$ cat src/rtl/ced_pkg.sv
/*
 * Constants shared by the error dispatch and address check block.
 * Assumes opcodes arrive as three octal digits packed into nine bits.
 */
// Operation
// - Addresses above 21 bits: undefined if inside field length, else range error.
// - Beyond installed memory: writes dropped, reads return all ones, no wrap.
// - Address in reconfigured-away region wraps around installed memory.
// - Hardware errors while running are never masked and always exchange to executive state.
// - Job-mode hardware error returns to monitor; monitor-mode one simulates halt.
// - After monitor hardware error, peripheral exchanges ignored until deadstart.
// - Monitor-mode software faults exchange to executive state instead of halting.
// - Job-mode software errors go to microcode, except opcode 017 to executive.
// - Illegal: 017; 011-013, 464-467 in parcels 1-3; 30-bit in parcel 3.
// - Block copy illegal without extended enable or with both bit-23 flags.
// - Single-word extended opcodes illegal only when extended enable is clear.
// - Extended enable is flag bit 56; clear makes extended opcodes illegal.
package ced_pkg;
    // ********************************
    // Opcodes and decode fields
    // ********************************
    localparam logic [8:0] OP_BCOPY_RD = 9'h009;
    localparam logic [8:0] OP_BCOPY_WR = 9'h00A;
    localparam logic [8:0] OP_XCHG = 9'h00B;
    localparam logic [8:0] OP_XRD = 9'h00C;
    localparam logic [8:0] OP_XWR = 9'h00D;
    localparam logic [8:0] OP_TRAP = 9'h00F;
    localparam logic [8:0] OP_CMP_LO = 9'h134;
    localparam logic [8:0] OP_CMP_HI = 9'h137;
    localparam logic [5:0] OP_ZERO_MAJOR = 6'h00;
    localparam logic [1:0] PARCEL_LAST = 2'h3;
    localparam logic [1:0] PARCEL_FIRST = 2'h0;
    // Flag register occupies bits 56..51; bit 56 is the top of the six.
    localparam int FLAG_UEM_BIT = 5;
    localparam int CM_ADDR_W = 21;
    // ********************************
    // Register map
    // ********************************
    localparam logic [3:0] REG_CTRL = 4'h0;
    localparam logic [3:0] REG_INST_MASK = 4'h1;
    localparam logic [3:0] REG_RCFG_LO = 4'h2;
    localparam logic [3:0] REG_RCFG_HI = 4'h3;
    localparam logic [3:0] REG_STATUS = 4'h4;
    localparam logic [3:0] REG_IMASK = 4'h5;
    localparam logic [3:0] REG_STATE = 4'h6;
    localparam logic [20:0] INST_MASK_RST = 21'h1FFFFF;
    localparam int NUM_EV = 6;
    localparam int EV_HW = 0;
    localparam int EV_ILL = 1;
    localparam int EV_RANGE = 2;
    localparam int EV_UNDEF = 3;
    localparam int EV_NOMEM = 4;
    localparam int EV_PPREF = 5;
    // ********************************
    // Exchange causes and states
    // ********************************
    localparam logic [3:0] CAUSE_NONE = 4'h0;
    localparam logic [3:0] CAUSE_HW_JOB = 4'h1;
    localparam logic [3:0] CAUSE_HW_MON = 4'h2;
    localparam logic [3:0] CAUSE_SW_MON = 4'h3;
    localparam logic [3:0] CAUSE_TRAP = 4'h4;
    typedef enum logic [1:0] {ST_RUN, ST_EXEC, ST_LOCK} ced_state_type;
endpackage

$ cat src/rtl/ced_illegal_dec.sv
/*
 * Combinational illegal-instruction decoder.
 * Assumes the fields are stable in the cycle the pipeline offers them.
 */
`timescale 1ns/100ps
module ced_illegal_dec (
    input wire logic [8:0] op,
    input wire logic [1:0] parcel,
    input wire logic long_instr,
    input wire logic uem_en,
    input wire logic x0_bit23,
    input wire logic fle_bit23,
    output logic illegal,
    output logic zero_op
);
    import ced_pkg::*;
    logic cmp_op;
    logic bcopy_op;
    logic parcel_bad;
    // Opcode classes; combinational so the verdict precedes commit.
    assign cmp_op = (op >= OP_CMP_LO) && (op <= OP_CMP_HI);
    assign bcopy_op = (op == OP_BCOPY_RD) || (op == OP_BCOPY_WR);
    assign zero_op = (op[8:3] == OP_ZERO_MAJOR);
    assign parcel_bad = (parcel != PARCEL_FIRST) && (bcopy_op || op == OP_XCHG || cmp_op);
    always_comb begin
        illegal = (op == OP_TRAP) || parcel_bad || (long_instr && parcel == PARCEL_LAST);
        if (bcopy_op && (!uem_en || (x0_bit23 && fle_bit23))) begin
            illegal = 1'b1;
        end
        if ((op == OP_XRD || op == OP_XWR) && !uem_en) begin
            illegal = 1'b1;
        end
    end
endmodule

$ cat src/rtl/ced_addr_chk.sv
/*
 * Combinational central-memory address classifier.
 * Assumes installed memory is a power of two given as a size-minus-one mask.
 */
`timescale 1ns/100ps
module ced_addr_chk #(
    parameter int REL_W = 24
) (
    input wire logic [REL_W-1:0] rel_addr,
    input wire logic [ced_pkg::CM_ADDR_W-1:0] ref_addr,
    input wire logic [ced_pkg::CM_ADDR_W-1:0] field_len,
    input wire logic [ced_pkg::CM_ADDR_W-1:0] inst_mask,
    input wire logic rcfg_en,
    input wire logic [ced_pkg::CM_ADDR_W-1:0] rcfg_lo,
    input wire logic [ced_pkg::CM_ADDR_W-1:0] rcfg_hi,
    output logic range_err,
    output logic undef_op,
    output logic no_mem,
    output logic [ced_pkg::CM_ADDR_W-1:0] abs_addr
);
    import ced_pkg::*;
    logic [REL_W:0] abs_full;
    logic in_fl;
    logic too_big;
    logic [CM_ADDR_W-1:0] abs_lo;
    assign abs_full = {1'b0, rel_addr} + {{(REL_W+1-CM_ADDR_W){1'b0}}, ref_addr};
    assign abs_lo = abs_full[CM_ADDR_W-1:0];
    assign too_big = |abs_full[REL_W:CM_ADDR_W];
    assign in_fl = rel_addr < {{(REL_W-CM_ADDR_W){1'b0}}, field_len};
    // Classification, in priority order of the checks.
    always_comb begin
        range_err = 1'b0;
        undef_op = 1'b0;
        no_mem = 1'b0;
        abs_addr = abs_lo;
        if (too_big) begin
            undef_op = in_fl;
            range_err = !in_fl;
        end else if (!in_fl) begin
            range_err = 1'b1;
        end else if (rcfg_en && abs_lo >= rcfg_lo && abs_lo < rcfg_hi) begin
            abs_addr = abs_lo & inst_mask;
        end else if ((abs_lo & ~inst_mask) != '0) begin
            no_mem = 1'b1;
        end
    end
endmodule

$ cat src/rtl/ced_top.sv
/*
 * Exception dispatch and central-memory address check for the processor.
 * Assumes the pipeline offers one request per cycle and
 * holds its update until commit_ok is seen in that cycle.
 */
`timescale 1ns/100ps
module ced_top #(
    parameter int REL_W = 24
) (
    input wire logic ref_clk,
    input wire logic rst,
    input wire logic [3:0] reg_addr,
    input wire logic [31:0] reg_wdata,
    input wire logic reg_wr,
    input wire logic reg_rd,
    output logic [31:0] reg_rdata,
    output logic irq,
    input wire logic inst_valid,
    input wire logic [8:0] inst_op,
    input wire logic [1:0] inst_parcel,
    input wire logic inst_long,
    input wire logic monitor_mode,
    input wire logic index_register_zero_b23,
    input wire logic extended_field_length_b23,
    input wire logic [5:0] xpkg_flags,
    input wire logic exit_mode_range,
    input wire logic exit_mode_arith,
    input wire logic arith_fault,
    output logic commit_ok,
    input wire logic mem_req,
    input wire logic mem_wr,
    input wire logic mem_fetch,
    input wire logic [REL_W-1:0] mem_rel_addr,
    input wire logic [ced_pkg::CM_ADDR_W-1:0] ref_addr_central,
    input wire logic [ced_pkg::CM_ADDR_W-1:0] central_field_length,
    output logic mem_go_q,
    output logic mem_wr_q,
    output logic mem_read_ones_q,
    output logic [ced_pkg::CM_ADDR_W-1:0] mem_abs_q,
    input wire logic hw_err,
    input wire logic exec_done,
    input wire logic deadstart,
    input wire logic pp_exch_req,
    output logic pp_exch_grant,
    output logic exec_exchange_q,
    output logic [3:0] exec_cause_q,
    output logic micro_trap_q,
    output logic return_monitor_q,
    output logic sim_halt_q
);
    import ced_pkg::*;

    // ********************************
    // Declarations
    // ********************************
    ced_state_type state_q;
    logic rcfg_en_q;
    logic [CM_ADDR_W-1:0] inst_mask_q;
    logic [CM_ADDR_W-1:0] rcfg_lo_q;
    logic [CM_ADDR_W-1:0] rcfg_hi_q;
    logic [NUM_EV-1:0] status_q;
    logic [NUM_EV-1:0] imask_q;
    logic [NUM_EV-1:0] ev_set;
    logic [NUM_EV-1:0] ev_clr;
    logic illegal;
    logic zero_op;
    logic range_err;
    logic undef_op;
    logic no_mem;
    logic [CM_ADDR_W-1:0] abs_addr;
    logic mem_range;
    logic sw_fault;
    logic mon_sw_exch;
    logic job_sw_fault;
    logic trap_exch;
    logic running;

    // ********************************
    // Checkers
    // ********************************
    // Decode runs on the offered instruction with no register stage.
    ced_illegal_dec u_dec (
        .op(inst_op),
        .parcel(inst_parcel),
        .long_instr(inst_long),
        .uem_en(xpkg_flags[FLAG_UEM_BIT]),
        .x0_bit23(index_register_zero_b23),
        .fle_bit23(extended_field_length_b23),
        .illegal(illegal),
        .zero_op(zero_op)
    );

    // Address class is likewise combinational so a fault is known pre-commit.
    ced_addr_chk #(
        .REL_W(REL_W)
    ) u_addr (
        .rel_addr(mem_rel_addr),
        .ref_addr(ref_addr_central),
        .field_len(central_field_length),
        .inst_mask(inst_mask_q),
        .rcfg_en(rcfg_en_q),
        .rcfg_lo(rcfg_lo_q),
        .rcfg_hi(rcfg_hi_q),
        .range_err(range_err),
        .undef_op(undef_op),
        .no_mem(no_mem),
        .abs_addr(abs_addr)
    );

    // ********************************
    // Fault classification
    // ********************************
    assign running = (state_q == ST_RUN);
    assign mem_range = mem_req && range_err;
    assign sw_fault = (inst_valid && (illegal || zero_op))
        || (mem_range && (mem_fetch || exit_mode_range))
        || (mem_req && undef_op)
        || (arith_fault && exit_mode_arith);
    assign mon_sw_exch = running && monitor_mode && sw_fault;
    // job-mode trap opcode goes to executive state
    assign trap_exch = running && !monitor_mode && inst_valid && inst_op == OP_TRAP;
    assign job_sw_fault = running && !monitor_mode && sw_fault && !trap_exch;
    // commit gate
    // An illegal instruction or a range or undefined access never commits, so the exchange sees
    // the prior state; the cost is a combinational path.
    assign commit_ok = running && !hw_err && !(inst_valid && illegal)
        && !(mem_req && (range_err || undef_op));

    // ********************************
    // Dispatch state
    // ********************************
    // Hardware errors outrank same-cycle software faults.
    always_ff @(posedge ref_clk or posedge rst) begin
        if (rst) begin
            state_q <= ST_RUN;
        end else begin
            case (state_q)
                ST_RUN: begin
                    if (hw_err) begin
                        state_q <= monitor_mode ? ST_LOCK : ST_EXEC;
                    end else if (mon_sw_exch || trap_exch) begin
                        state_q <= ST_EXEC;
                    end
                end
                ST_EXEC: begin
                    if (exec_done) begin
                        state_q <= ST_RUN;
                    end
                end
                ST_LOCK: begin
                    // only a deadstart leaves this state
                    if (deadstart) begin
                        state_q <= ST_RUN;
                    end
                end
                default: begin
                    state_q <= ST_RUN;
                end
            endcase
        end
    end

    // Exchange pulse, its cause and the microcode trap pulse.
    always_ff @(posedge ref_clk or posedge rst) begin
        if (rst) begin
            exec_exchange_q <= 1'b0;
            exec_cause_q <= CAUSE_NONE;
            micro_trap_q <= 1'b0;
        end else begin
            exec_exchange_q <= running && (hw_err || mon_sw_exch || trap_exch);
            micro_trap_q <= job_sw_fault && !hw_err;
            if (running && hw_err) begin
                exec_cause_q <= monitor_mode ? CAUSE_HW_MON : CAUSE_HW_JOB;
            end else if (mon_sw_exch) begin
                exec_cause_q <= CAUSE_SW_MON;
            end else if (trap_exch) begin
                exec_cause_q <= CAUSE_TRAP;
            end
        end
    end

    // follow-up after hardware error
    // Return to monitor pulses at executive completion; the halt level
    // stays up while the lock holds.
    always_ff @(posedge ref_clk or posedge rst) begin
        if (rst) begin
            return_monitor_q <= 1'b0;
            sim_halt_q <= 1'b0;
        end else begin
            return_monitor_q <= (state_q == ST_EXEC) && exec_done
                && exec_cause_q == CAUSE_HW_JOB;
            sim_halt_q <= (state_q == ST_LOCK) && !deadstart;
        end
    end

    assign pp_exch_grant = pp_exch_req && (state_q != ST_LOCK);

    // ********************************
    // Memory request outcome
    // ********************************
    // drop writes, read all ones
    always_ff @(posedge ref_clk or posedge rst) begin
        if (rst) begin
            mem_go_q <= 1'b0;
            mem_wr_q <= 1'b0;
            mem_read_ones_q <= 1'b0;
            mem_abs_q <= '0;
        end else begin
            mem_go_q <= mem_req && !range_err && !undef_op && !no_mem && running;
            mem_wr_q <= mem_req && mem_wr && !range_err && !undef_op && !no_mem;
            mem_read_ones_q <= mem_req && !mem_wr && no_mem;
            mem_abs_q <= abs_addr;
        end
    end

    // ********************************
    // Register file
    // ********************************
    // Software-written controls steer the address checker and the interrupt mask.
    always_ff @(posedge ref_clk or posedge rst) begin
        if (rst) begin
            rcfg_en_q <= 1'b0;
            inst_mask_q <= INST_MASK_RST;
            rcfg_lo_q <= '0;
            rcfg_hi_q <= '0;
            imask_q <= '0;
        end else if (reg_wr) begin
            case (reg_addr)
                REG_CTRL: rcfg_en_q <= reg_wdata[0];
                REG_INST_MASK: inst_mask_q <= reg_wdata[CM_ADDR_W-1:0];
                REG_RCFG_LO: rcfg_lo_q <= reg_wdata[CM_ADDR_W-1:0];
                REG_RCFG_HI: rcfg_hi_q <= reg_wdata[CM_ADDR_W-1:0];
                REG_IMASK: imask_q <= reg_wdata[NUM_EV-1:0];
                default: begin
                end
            endcase
        end
    end

    // Event sources for the sticky status bits.
    assign ev_set[EV_HW] = hw_err;
    assign ev_set[EV_ILL] = inst_valid && illegal;
    assign ev_set[EV_RANGE] = mem_range;
    assign ev_set[EV_UNDEF] = mem_req && undef_op;
    assign ev_set[EV_NOMEM] = mem_req && no_mem;
    assign ev_set[EV_PPREF] = pp_exch_req && (state_q == ST_LOCK);
    assign ev_clr = (reg_wr && reg_addr == REG_STATUS) ? reg_wdata[NUM_EV-1:0] : '0;

    // Write-one-to-clear status; a new event in the clearing cycle wins.
    genvar gi;
    generate
        for (gi = 0; gi < NUM_EV; gi++) begin : g_stat
            always_ff @(posedge ref_clk or posedge rst) begin
                if (rst) begin
                    status_q[gi] <= 1'b0;
                end else begin
                    status_q[gi] <= ev_set[gi] | (status_q[gi] & ~ev_clr[gi]);
                end
            end
        end
    endgenerate

    assign irq = |(status_q & imask_q);

    // Read data stand only in the cycle after the read strobe.
    always_ff @(posedge ref_clk or posedge rst) begin
        if (rst) begin
            reg_rdata <= '0;
        end else if (reg_rd) begin
            case (reg_addr)
                REG_CTRL: reg_rdata <= {31'h0, rcfg_en_q};
                REG_INST_MASK: reg_rdata <= {11'h0, inst_mask_q};
                REG_RCFG_LO: reg_rdata <= {11'h0, rcfg_lo_q};
                REG_RCFG_HI: reg_rdata <= {11'h0, rcfg_hi_q};
                REG_STATUS: reg_rdata <= {26'h0, status_q};
                REG_IMASK: reg_rdata <= {26'h0, imask_q};
                REG_STATE: reg_rdata <= {26'h0, exec_cause_q, state_q};
                default: reg_rdata <= '0;
            endcase
        end else begin
            reg_rdata <= '0;
        end
    end

    // ********************************
    // Assertions
    // ********************************
    AST_HW_EXCH: assert property (@(posedge ref_clk) disable iff (rst)
        (running && hw_err) |=> exec_exchange_q)
        else $error("no hw exchange");
    AST_HW_MON_LOCK: assert property (@(posedge ref_clk) disable iff (rst)
        (running && hw_err && monitor_mode) |=> (state_q == ST_LOCK) ##1 sim_halt_q)
        else $error("no monitor halt");
    AST_HW_JOB_RET: assert property (@(posedge ref_clk) disable iff (rst)
        (state_q == ST_EXEC && exec_done && exec_cause_q == CAUSE_HW_JOB) |=> return_monitor_q)
        else $error("no return to monitor");
    AST_PP_REFUSE: assert property (@(posedge ref_clk) disable iff (rst)
        (state_q == ST_LOCK) |-> !pp_exch_grant)
        else $error("grant while locked");
    AST_MON_SW: assert property (@(posedge ref_clk) disable iff (rst)
        (running && monitor_mode && !hw_err && inst_valid && illegal)
        |=> exec_exchange_q && exec_cause_q == CAUSE_SW_MON)
        else $error("no monitor exchange");
    AST_JOB_MICRO: assert property (@(posedge ref_clk) disable iff (rst)
        (running && !monitor_mode && !hw_err && inst_valid && illegal && inst_op != OP_TRAP)
        |=> micro_trap_q && !exec_exchange_q)
        else $error("no microcode trap");
    AST_TRAP_EXEC: assert property (@(posedge ref_clk) disable iff (rst)
        (running && !monitor_mode && !hw_err && inst_valid && inst_op == OP_TRAP)
        |=> exec_exchange_q && exec_cause_q == CAUSE_TRAP)
        else $error("no trap exchange");
    AST_NOMEM: assert property (@(posedge ref_clk) disable iff (rst)
        (mem_req && no_mem) |=> !mem_go_q && !mem_wr_q && (mem_read_ones_q == !$past(mem_wr)))
        else $error("nonexistent access");
    AST_RANGE_NOGO: assert property (@(posedge ref_clk) disable iff (rst)
        (mem_req && (range_err || undef_op)) |-> !commit_ok ##1 !mem_go_q)
        else $error("out of range access went ahead");
    AST_PRECISE: assert property (@(posedge ref_clk) disable iff (rst)
        (inst_valid && illegal) |-> !commit_ok)
        else $error("illegal commit");
    AST_UEM_ILL: assert property (@(posedge ref_clk) disable iff (rst)
        (!xpkg_flags[FLAG_UEM_BIT] && (inst_op == OP_XRD || inst_op == OP_BCOPY_WR)) |-> illegal)
        else $error("extended op legal");
    AST_PARCEL3: assert property (@(posedge ref_clk) disable iff (rst)
        (inst_long && inst_parcel == PARCEL_LAST) |-> illegal)
        else $error("long op in parcel 3");
    AST_BCOPY_FLAG: assert property (@(posedge ref_clk) disable iff (rst)
        (inst_op == OP_BCOPY_RD && index_register_zero_b23 && extended_field_length_b23)
        |-> illegal)
        else $error("flag register block copy legal");
    AST_XRD_OK: assert property (@(posedge ref_clk) disable iff (rst)
        (inst_op == OP_XRD && xpkg_flags[FLAG_UEM_BIT] && inst_parcel == PARCEL_FIRST)
        |-> !illegal)
        else $error("extended read illegal");
endmodule

$ cat config.mk
export PLATFORM = sky130hd
export DESIGN_NAME = ced_top
export DESIGN_NICKNAME = d
export VERILOG_FILES = /design/src/rtl/ced_pkg.sv /design/src/rtl/ced_illegal_dec.sv /design/src/rtl/ced_addr_chk.sv /design/src/rtl/ced_top.sv
export SDC_FILE = /design/constraint.sdc
export NUM_CORES = 1
export LEC_CHECK = 0
export ABC_AREA = 0
export BUFFER_PORTS_ARGS = -buffer_cell sky130_fd_sc_hd__buf_2
export CAP_MARGIN = 30
export CORE_AREA = 2 2 131 133
export CTS_CLUSTER_SIZE = 10
export DETAILED_ROUTE_END_ITERATION = 10
export DIE_AREA = 0 0 133 135
export GPL_TIMING_DRIVEN = 0
export PLACE_DENSITY = 0.8
export SKIP_CTS_REPAIR_TIMING = 1
export SYNTH_ARGS = -nofsm -noshare
export SYNTH_HDL_FRONTEND = slang
export SYNTH_SLANG_ARGS = --single-unit
$ cat constraint.sdc
create_clock -name ref_clk -period 5.2 [get_ports ref_clk]
set_input_delay 1.04 -clock ref_clk [delete_from_list [all_inputs] [get_ports ref_clk]]
set_output_delay 1.04 -clock ref_clk [all_outputs]
set_load 0.02 [all_outputs]
==> key figures, run 1 <==
Routing
  • Post-route ant nets: 0
  • DRC Markers: 0
  • Routed WL: 25.69 mm
  • First-pass DRT Iterations: 5
  • DR WL/cell: 18.37 µm
  • Vias/cell: 5.888
  • Vias: 8232
  • Drt initial violations: 876

Final layout
  • Post-Layout Cell Count: 1398
  • Fill cells: 1328
  • Most common cell after layout, fill and taps aside: buf_2
  • Nets@finish: 1386
  • Ratio of cells with drive above 1 in the final layout: 0.2810
  • Area grow syn2layout: 20.93%
  • Commonest non-fill, non-tap cells in the layout: 178 x buf_2, 109 x dfrtp_1, 88 x inv_1
  • Final Cell Area: 10730 µm²
  • Diode count: 0

Synthesis
  • Synthesized area: 8874 µm²
  • Post-synth EDFFs: 0
  • Synthesis-stage register bit count: 130
  • Yosys warns: 0
  • Register area share after synthesis: 0.3696
  • Syn Inst Count: 964
  • Synth Area per Inst: 9.205 µm²
  • Async S/R FF share, synth: 1.000
  • Netlist cell types: 78
  • Ys flop type: dfrtp_1

Floorplan
  • Standard-cell row count: 47
  • Ports: 205
  • Core Box Area: 16410 µm²
  • Initial core utilization: 0.5408
  • Die width: 133 µm
  • Die height: 135 µm
  • Total Die Area: 17960 µm²

Timing
  • WHS: 0.5090 ns
  • Final Skew: 0.009249 ns
  • Final setup violating endpoints: 0
  • Final worst setup slack: 0.04434 ns
  • Fin. Hold Viols: 0
  • Slew headroom: 0.4406
  • Crit path time final: 5.156 ns
  • Fmax: 194.0 MHz
  • Fin. max-slew vios: 0
  • Worst-Margin Slew: 0.8180 ns
  • Fin crit share: 0.9915

Pwr
  • Worst VDD drop: 0.2687 mV
  • Power, Total: 3.959 mW
  • Power Density: 369.0 nW/µm²
  • Static Leak: 5.230 nW

Clock network
  • Root Driver: clkbuf_16
  • Max clock buf depth: 2
  • Later-pin clock latency in the skew report: 0.43 ns
  • CTS H-tree depth: 4
  • Clk sinks: 130
  • Cts bufs inserted: 17
  • TritonCTS clock tree: done
  • Clk slew on worst S/H paths: 0.06 ns

Placed design
  • Gpl congestion: 0.9402
  • Post-DP HPWL: 19.72 mm
  • Dpl ws: -0.6165 ns
  • Placed insts: 1368
  • Placed Area: 10080 µm²
  • I/O Buffers: 172

GRT
  • Number of global-route vias before repair: 7780
  • GR Overflow Total: 0
  • Initial antenna violation count: 0
  • Largest net degree at the start of global routing: 74
  • First-pass GRT wire length: 40.54 mm
  • Gr usage total: 0.2896

Worst setup path
  • Buf+Inv Stages, Crit Path: 5
  • Worst-path cell chain: buf_2 -> ha_1 -> buf_2 -> nand4_1 -> a211oi_2 -> or2_1 -> buf_2 -> or4_1 -> nand4_1 -> inv_1 -> ha_1 -> a21o_1 -> a21o_1 -> a21o_1 -> a41oi_1 -> nor2_1 -> o31a_1 -> or4b_4 -> clkbuf_4 -> o21a_1
  • Worst path required time: 5.49 ns
  • Max stage delay on crit path: 0.58 ns
  • Setup CP Type: primary input to register
  • Slowest cell on crit path: or4b_4
  • CP endpoint kind: register
  • Startpoint Class: primary input
  • CP top delay family: simple AND/OR/NAND/NOR gates
  • WP data arrival: 5.45 ns
  • Max FO, Critical Path: 10

Worst hold path
  • Worst hold path type: register to register

Job
  • Maximum capacitance violations: 0

Outcome
  • Outcome: finished clean
worst paths after layout:
| check | start | end | slack [ns] | cells after the start |
|---|---|---|---|---|
| min in group asynchronous | rst | rcfg_lo_q[8] | 0.67 | 2 |
| worst max register to register | rcfg_hi_q[1] | mem_abs_q[4] | 2.25 | 10 |
| worst min-delay path | rcfg_lo_q[6] | rcfg_lo_q[6] | 0.51 | 1 |
| worst min register to register | rcfg_lo_q[6] | rcfg_lo_q[6] | 0.51 | 1 |
| worst max-delay path | mem_rel_addr[7] | mem_abs_q[4] | 0.04 | 20 |
| max in group asynchronous | rst | inst_mask_q[14] | 3.78 | 3 |
worst register-to-register path, cell delays in order, from the launching register on:
cell and delay, ns:
dfrtp_1 0.35, inv_1 0.05, ha_1 0.27, a21boi_0 0.12, o21a_1 0.18, o2111ai_1 0.24, a41oi_1 0.18, o31a_1 0.34
or4b_4 0.58, clkbuf_4 0.23, o21a_1 0.25
routing by layer:
| metal | up-vias | wire length, µm | global-route usage |
|---|---|---|---|
| met5 | - | 0 | 0 |
| met4 | 0 | 319 | 0.06631 |
| met3 | 38 | 2147 | 0.05968 |
| met2 | 423 | 12230 | 0.4862 |
| met1 | 3920 | 10990 | 0.3878 |
| li1 | 3851 | - | - |
where the power goes:
group	internal [mW]	total (mW)	switching (mW)
combinational	0.546	1.31	0.760
sequential	1.24	1.41	0.170
clock	0.735	1.24	0.506
stage by stage:
| stage | setup TNS, ns | util |
|---|---|---|
| after global placement | -78.15 | 0.6126 |
| after global routing | -0.1284 | 0.6540 |
| after detailed placement | -11.36 | 0.6146 |
| after floorplan | 0 | - |
| final | 0 | 0.6540 |
| after CTS | -3.046 | 0.6516 |
cell families after synthesis:
kind of cell | count (synthesis) | share of synthesized area
adders and majority gates | 83 | 0.1179
buffers and inverters | 144 | 0.06768
other | 1 | 0.0004226
DFF | 130 | 0.3696
and+or+nand+nor | 256 | 0.1403
AOI/OAI and AO/OA | 268 | 0.2049
muxes | 66 | 0.08347
xor gates and xnor gates | 16 | 0.01579
cell usage after synthesis (4+ instances only):
master | n | area (µm²)
a211o_1 | 4 | 35.03
o21a_1 | 26 | 195.2
dfstp_2 | 21 | 551.8
o22ai_1 | 6 | 37.54
nand2b_1 | 7 | 43.79
a32oi_1 | 4 | 35.03
a22oi_1 | 23 | 172.7
a21o_1 | 23 | 172.7
mux2i_1 | 11 | 110.1
buf_2 | 6 | 30.03
xor2_1 | 7 | 61.31
nor4_1 | 4 | 25.02
mux2_2 | 54 | 608.1
o21ai_0 | 58 | 290.3
or2_2 | 5 | 31.28
nor2b_1 | 13 | 81.33
nor3_1 | 16 | 80.08
o2111ai_1 | 6 | 52.55
a221o_1 | 4 | 40.04
a21oi_1 | 50 | 250.2
o211ai_1 | 6 | 45.04
nor2_1 | 64 | 240.2
a211oi_1 | 9 | 67.56
nand3_1 | 13 | 65.06
nand3b_1 | 4 | 30.03
buf_4 | 12 | 90.09
nand4_1 | 17 | 106.4
ha_1 | 82 | 1026
a221oi_1 | 4 | 35.03
and3_1 | 4 | 25.02
o21ai_1 | 5 | 25.02
nor3b_1 | 4 | 30.03
o31ai_1 | 4 | 30.03
nand2_1 | 84 | 315.3
dfrtp_1 | 109 | 2728
inv_1 | 89 | 334.1
clkbuf_1 | 33 | 123.9
xnor2_1 | 9 | 78.83
state kept, by name, summed over array words and instances (netlist names), 2 cells and up:
register	count
exec_cause_q	3
imask_q	6
inst_mask_q	21
mem_abs_q	21
rcfg_hi_q	21
rcfg_lo_q	21
reg_rdata	21
state_q	2
status_q	6
final cells by class:
| class | count | area (µm²) | area share |
|---|---|---|---|
| inverter | 90 | 342.8 | 0.03195 |
| buffer | 52 | 260.3 | 0.02425 |
| clock inverter | 14 | 167.7 | 0.01563 |
| tap | 220 | 275.3 | 0.02565 |
| multi-input combinational | 701 | 5077 | 0.4732 |
| clock buffer | 18 | 439.2 | 0.04093 |
| timing repair buffer | 173 | 888.4 | 0.08279 |
| sequential | 130 | 3279 | 0.3056 |
Power figures use the tool's default switching activity.
==> run 2, diff against run 1 <==
- CORE_AREA: 2 2 131 133 -> 2 2 163 165
- DIE_AREA: 0 0 133 135 -> 0 0 165 167
- PLACE_DENSITY: 0.8 -> unset
- TNS_END_PERCENT: unset -> 1
==> key figures, run 2 (synthesized netlist as in run 1, its figures left out) <==
Outcome
  • Outcome: finished clean

Floorplan
  • Die height: 167 µm (+24%)
  • Die width: 165 µm (+24%)
  • Core Box Area: 25760 µm² (+57%)
  • Initial core utilization: 0.3444 (-0.1964)
  • Total Die Area: 27560 µm² (+53%)
  • Standard-cell row count: 59 (+26%)
  • Ports: 205 (unchanged)

Clock network
  • Cts bufs inserted: 17 (unchanged)
  • Clk sinks: 130 (unchanged)
  • Clk slew on worst S/H paths: 0.06 ns (about the same)
  • CTS H-tree depth: 4 (unchanged)
  • Max clock buf depth: 2 (unchanged)
  • Later-pin clock latency in the skew report: 0.43 ns (about the same)
  • Root Driver: clkbuf_16
  • TritonCTS clock tree: done

Pwr
  • Worst VDD drop: 0.2038 mV (-24%)
  • Power, Total: 3.940 mW (-0.47%)
  • Static Leak: 5.222 nW (-0.15%)
  • Power Density: 362.1 nW/µm² (-1.8%)

Final layout
  • Most common cell after layout, fill and taps aside: buf_2
  • Area grow syn2layout: 22.62%
  • Post-Layout Cell Count: 1514 (+8.3%)
  • Fill cells: 2561 (+93%)
  • Nets@finish: 1386 (unchanged)
  • Commonest non-fill, non-tap cells in the layout: 178 x buf_2, 109 x dfrtp_1, 88 x inv_1
  • Ratio of cells with drive above 1 in the final layout: 0.2835 (+0.002547)

Worst setup path
  • Worst-path cell chain: buf_2 -> ha_1 -> inv_1 -> fa_2 -> nand2b_4 -> a211oi_2 -> or2_1 -> buf_2 -> or4_1 -> nand4_1 -> inv_1 -> ha_1 -> a21o_1 -> a21o_1 -> a21o_1 -> a41oi_2 -> nor2_1 -> o31a_1 -> or4b_4 -> buf_4 -> o21a_1
  • Setup CP Type: primary input to register
  • Cell repeated most along the worst path: a21o_1
  • Max FO, Critical Path: 10 (unchanged)
  • Startpoint Class: primary input
  • Max stage delay on crit path: 0.57 ns (about the same)
  • WP data arrival: 5.35 ns (-0.10 ns)
  • Worst path required time: 5.49 ns (about the same)
  • Slowest cell on crit path: or4b_4
  • CP endpoint kind: register

Placed design
  • Gpl congestion: 0.9097 (-3.2%)
  • Placed insts: 1483 (+8.4%)
  • I/O Buffers: 172 (unchanged)
  • Post-DP HPWL: 22.14 mm (+12%)

Routing
  • DR WL/cell: 18.43 µm (+0.29%)
  • First-pass DRT Iterations: 5 (unchanged)
  • DRC Markers: 0 (unchanged)
  • Vias/cell: 5.229 (-11%)
  • Vias: 7916 (-3.8%)
  • Post-route ant nets: 0 (unchanged)
  • Routed WL: 27.90 mm (+8.6%)
  • Drt initial violations: 535 (-39%)

Worst hold path
  • Worst hold path type: register to register

Timing
  • Fin crit share: 0.9724 (-0.01903)
  • Fin. max-slew vios: 0 (unchanged)
  • Fmax: 197.8 MHz (+2.0%)
  • Fin. Hold Viols: 0 (unchanged)
  • RSZ-0062 raised after global routing: yes
  • Final Skew: 0.008644 ns (-0.0006052 ns)
  • Final setup violating endpoints: 0 (unchanged)
  • Crit path time final: 5.057 ns (-0.09895 ns)
  • Final setup TNS: 0 ns (unchanged)
  • Worst-Margin Slew: 0.8179 ns (-0.0001436 ns)
  • Slew headroom: 0.4548 (+0.01420)

GRT
  • Largest net degree at the start of global routing: 83 (+12%)
  • Number of global-route vias before repair: 8021 (+3.1%)
  • Initial antenna violation count: 3 (+3)
  • First-pass GRT wire length: 44.04 mm (+8.6%)
  • Gr usage total: 0.2074 (-0.08215)
  • GR Overflow Total: 0 (unchanged)

Job
  • Maximum capacitance violations: 0 (unchanged)
==> run 2: per-stage QoR <==
| step | util | cell area, µm² | hold WS (ns) | setup WS, ns |
|---|---|---|---|---|
| 2_1_floorplan | - | 8915 | 0.4612 | 0.3166 |
| 3_3_place_gp | 0.3957 | 10190 | 0.4878 | -0.8808 |
| 3_5_place_dp | 0.3970 | 10230 | 0.4935 | -0.6870 |
| 4_1_cts | 0.4200 | 10820 | 0.5061 | -0.2643 |
| 5_1_grt | 0.4223 | 10880 | 0.5252 | -0.07383 |
| 6_report | 0.4223 | 10880 | 0.5067 | 0.1433 |
==> run 2: final cells by class <==
| type | instances | area, µm² | area share |
|---|---|---|---|
| multi-input combinational | 701 | 5090 | 0.4678 |
| sequential | 130 | 3279 | 0.3014 |
| timing repair buffer | 173 | 888.4 | 0.08165 |
| clock buffer | 18 | 439.2 | 0.04036 |
| tap | 335 | 419.2 | 0.03852 |
| inverter | 90 | 342.8 | 0.03151 |
| buffer | 52 | 264.0 | 0.02426 |
| clock inverter | 14 | 155.1 | 0.01426 |
| antenna | 1 | 2.502 | 0.0002300 |
==> run 2: final timing paths <==
| kind | from | endpoint | slack, ns | cells past startpoint |
|---|---|---|---|---|
| worst min-delay path | rcfg_lo_q[20] | rcfg_lo_q[20] | 0.51 | 1 |
| worst max register to register | rcfg_hi_q[1] | mem_abs_q[5] | 2.25 | 10 |
| max in group asynchronous | rst | inst_mask_q[3] | 3.77 | 3 |
| min in group asynchronous | rst | reg_rdata[11] | 0.64 | 2 |
| worst min register to register | rcfg_lo_q[20] | rcfg_lo_q[20] | 0.51 | 1 |
| worst max-delay path | mem_rel_addr[0] | mem_abs_q[5] | 0.14 | 21 |
==> run 2: critical path, delay by kind of cell <==
kind / cells / cell delay, ns
AND/OR/NAND/NOR: 6 / 1.62
adder cells (fa/ha/maj): 3 / 0.77
AO/OA/AOI/OAI: 7 / 1.22
buffers and inverters: 5 / 0.69
==> run 2: where the power goes <==
group          switching, mW  leakage, nW  internal, mW
combinational          0.766         3.37         0.549
clock                  0.491        0.281         0.725
sequential             0.166         1.57          1.24
total                   1.42         5.22          2.52
==> run 2: per-layer routing <==
metal / part of all wire / wire length, µm / global-route usage
met3: 0.062 / 1722 / 0.04134
met1: 0.45 / 12600 / 0.2823
met5: 0.00047 / 13 / 0
met4: 0.018 / 492 / 0.04953
met2: 0.47 / 13070 / 0.3377
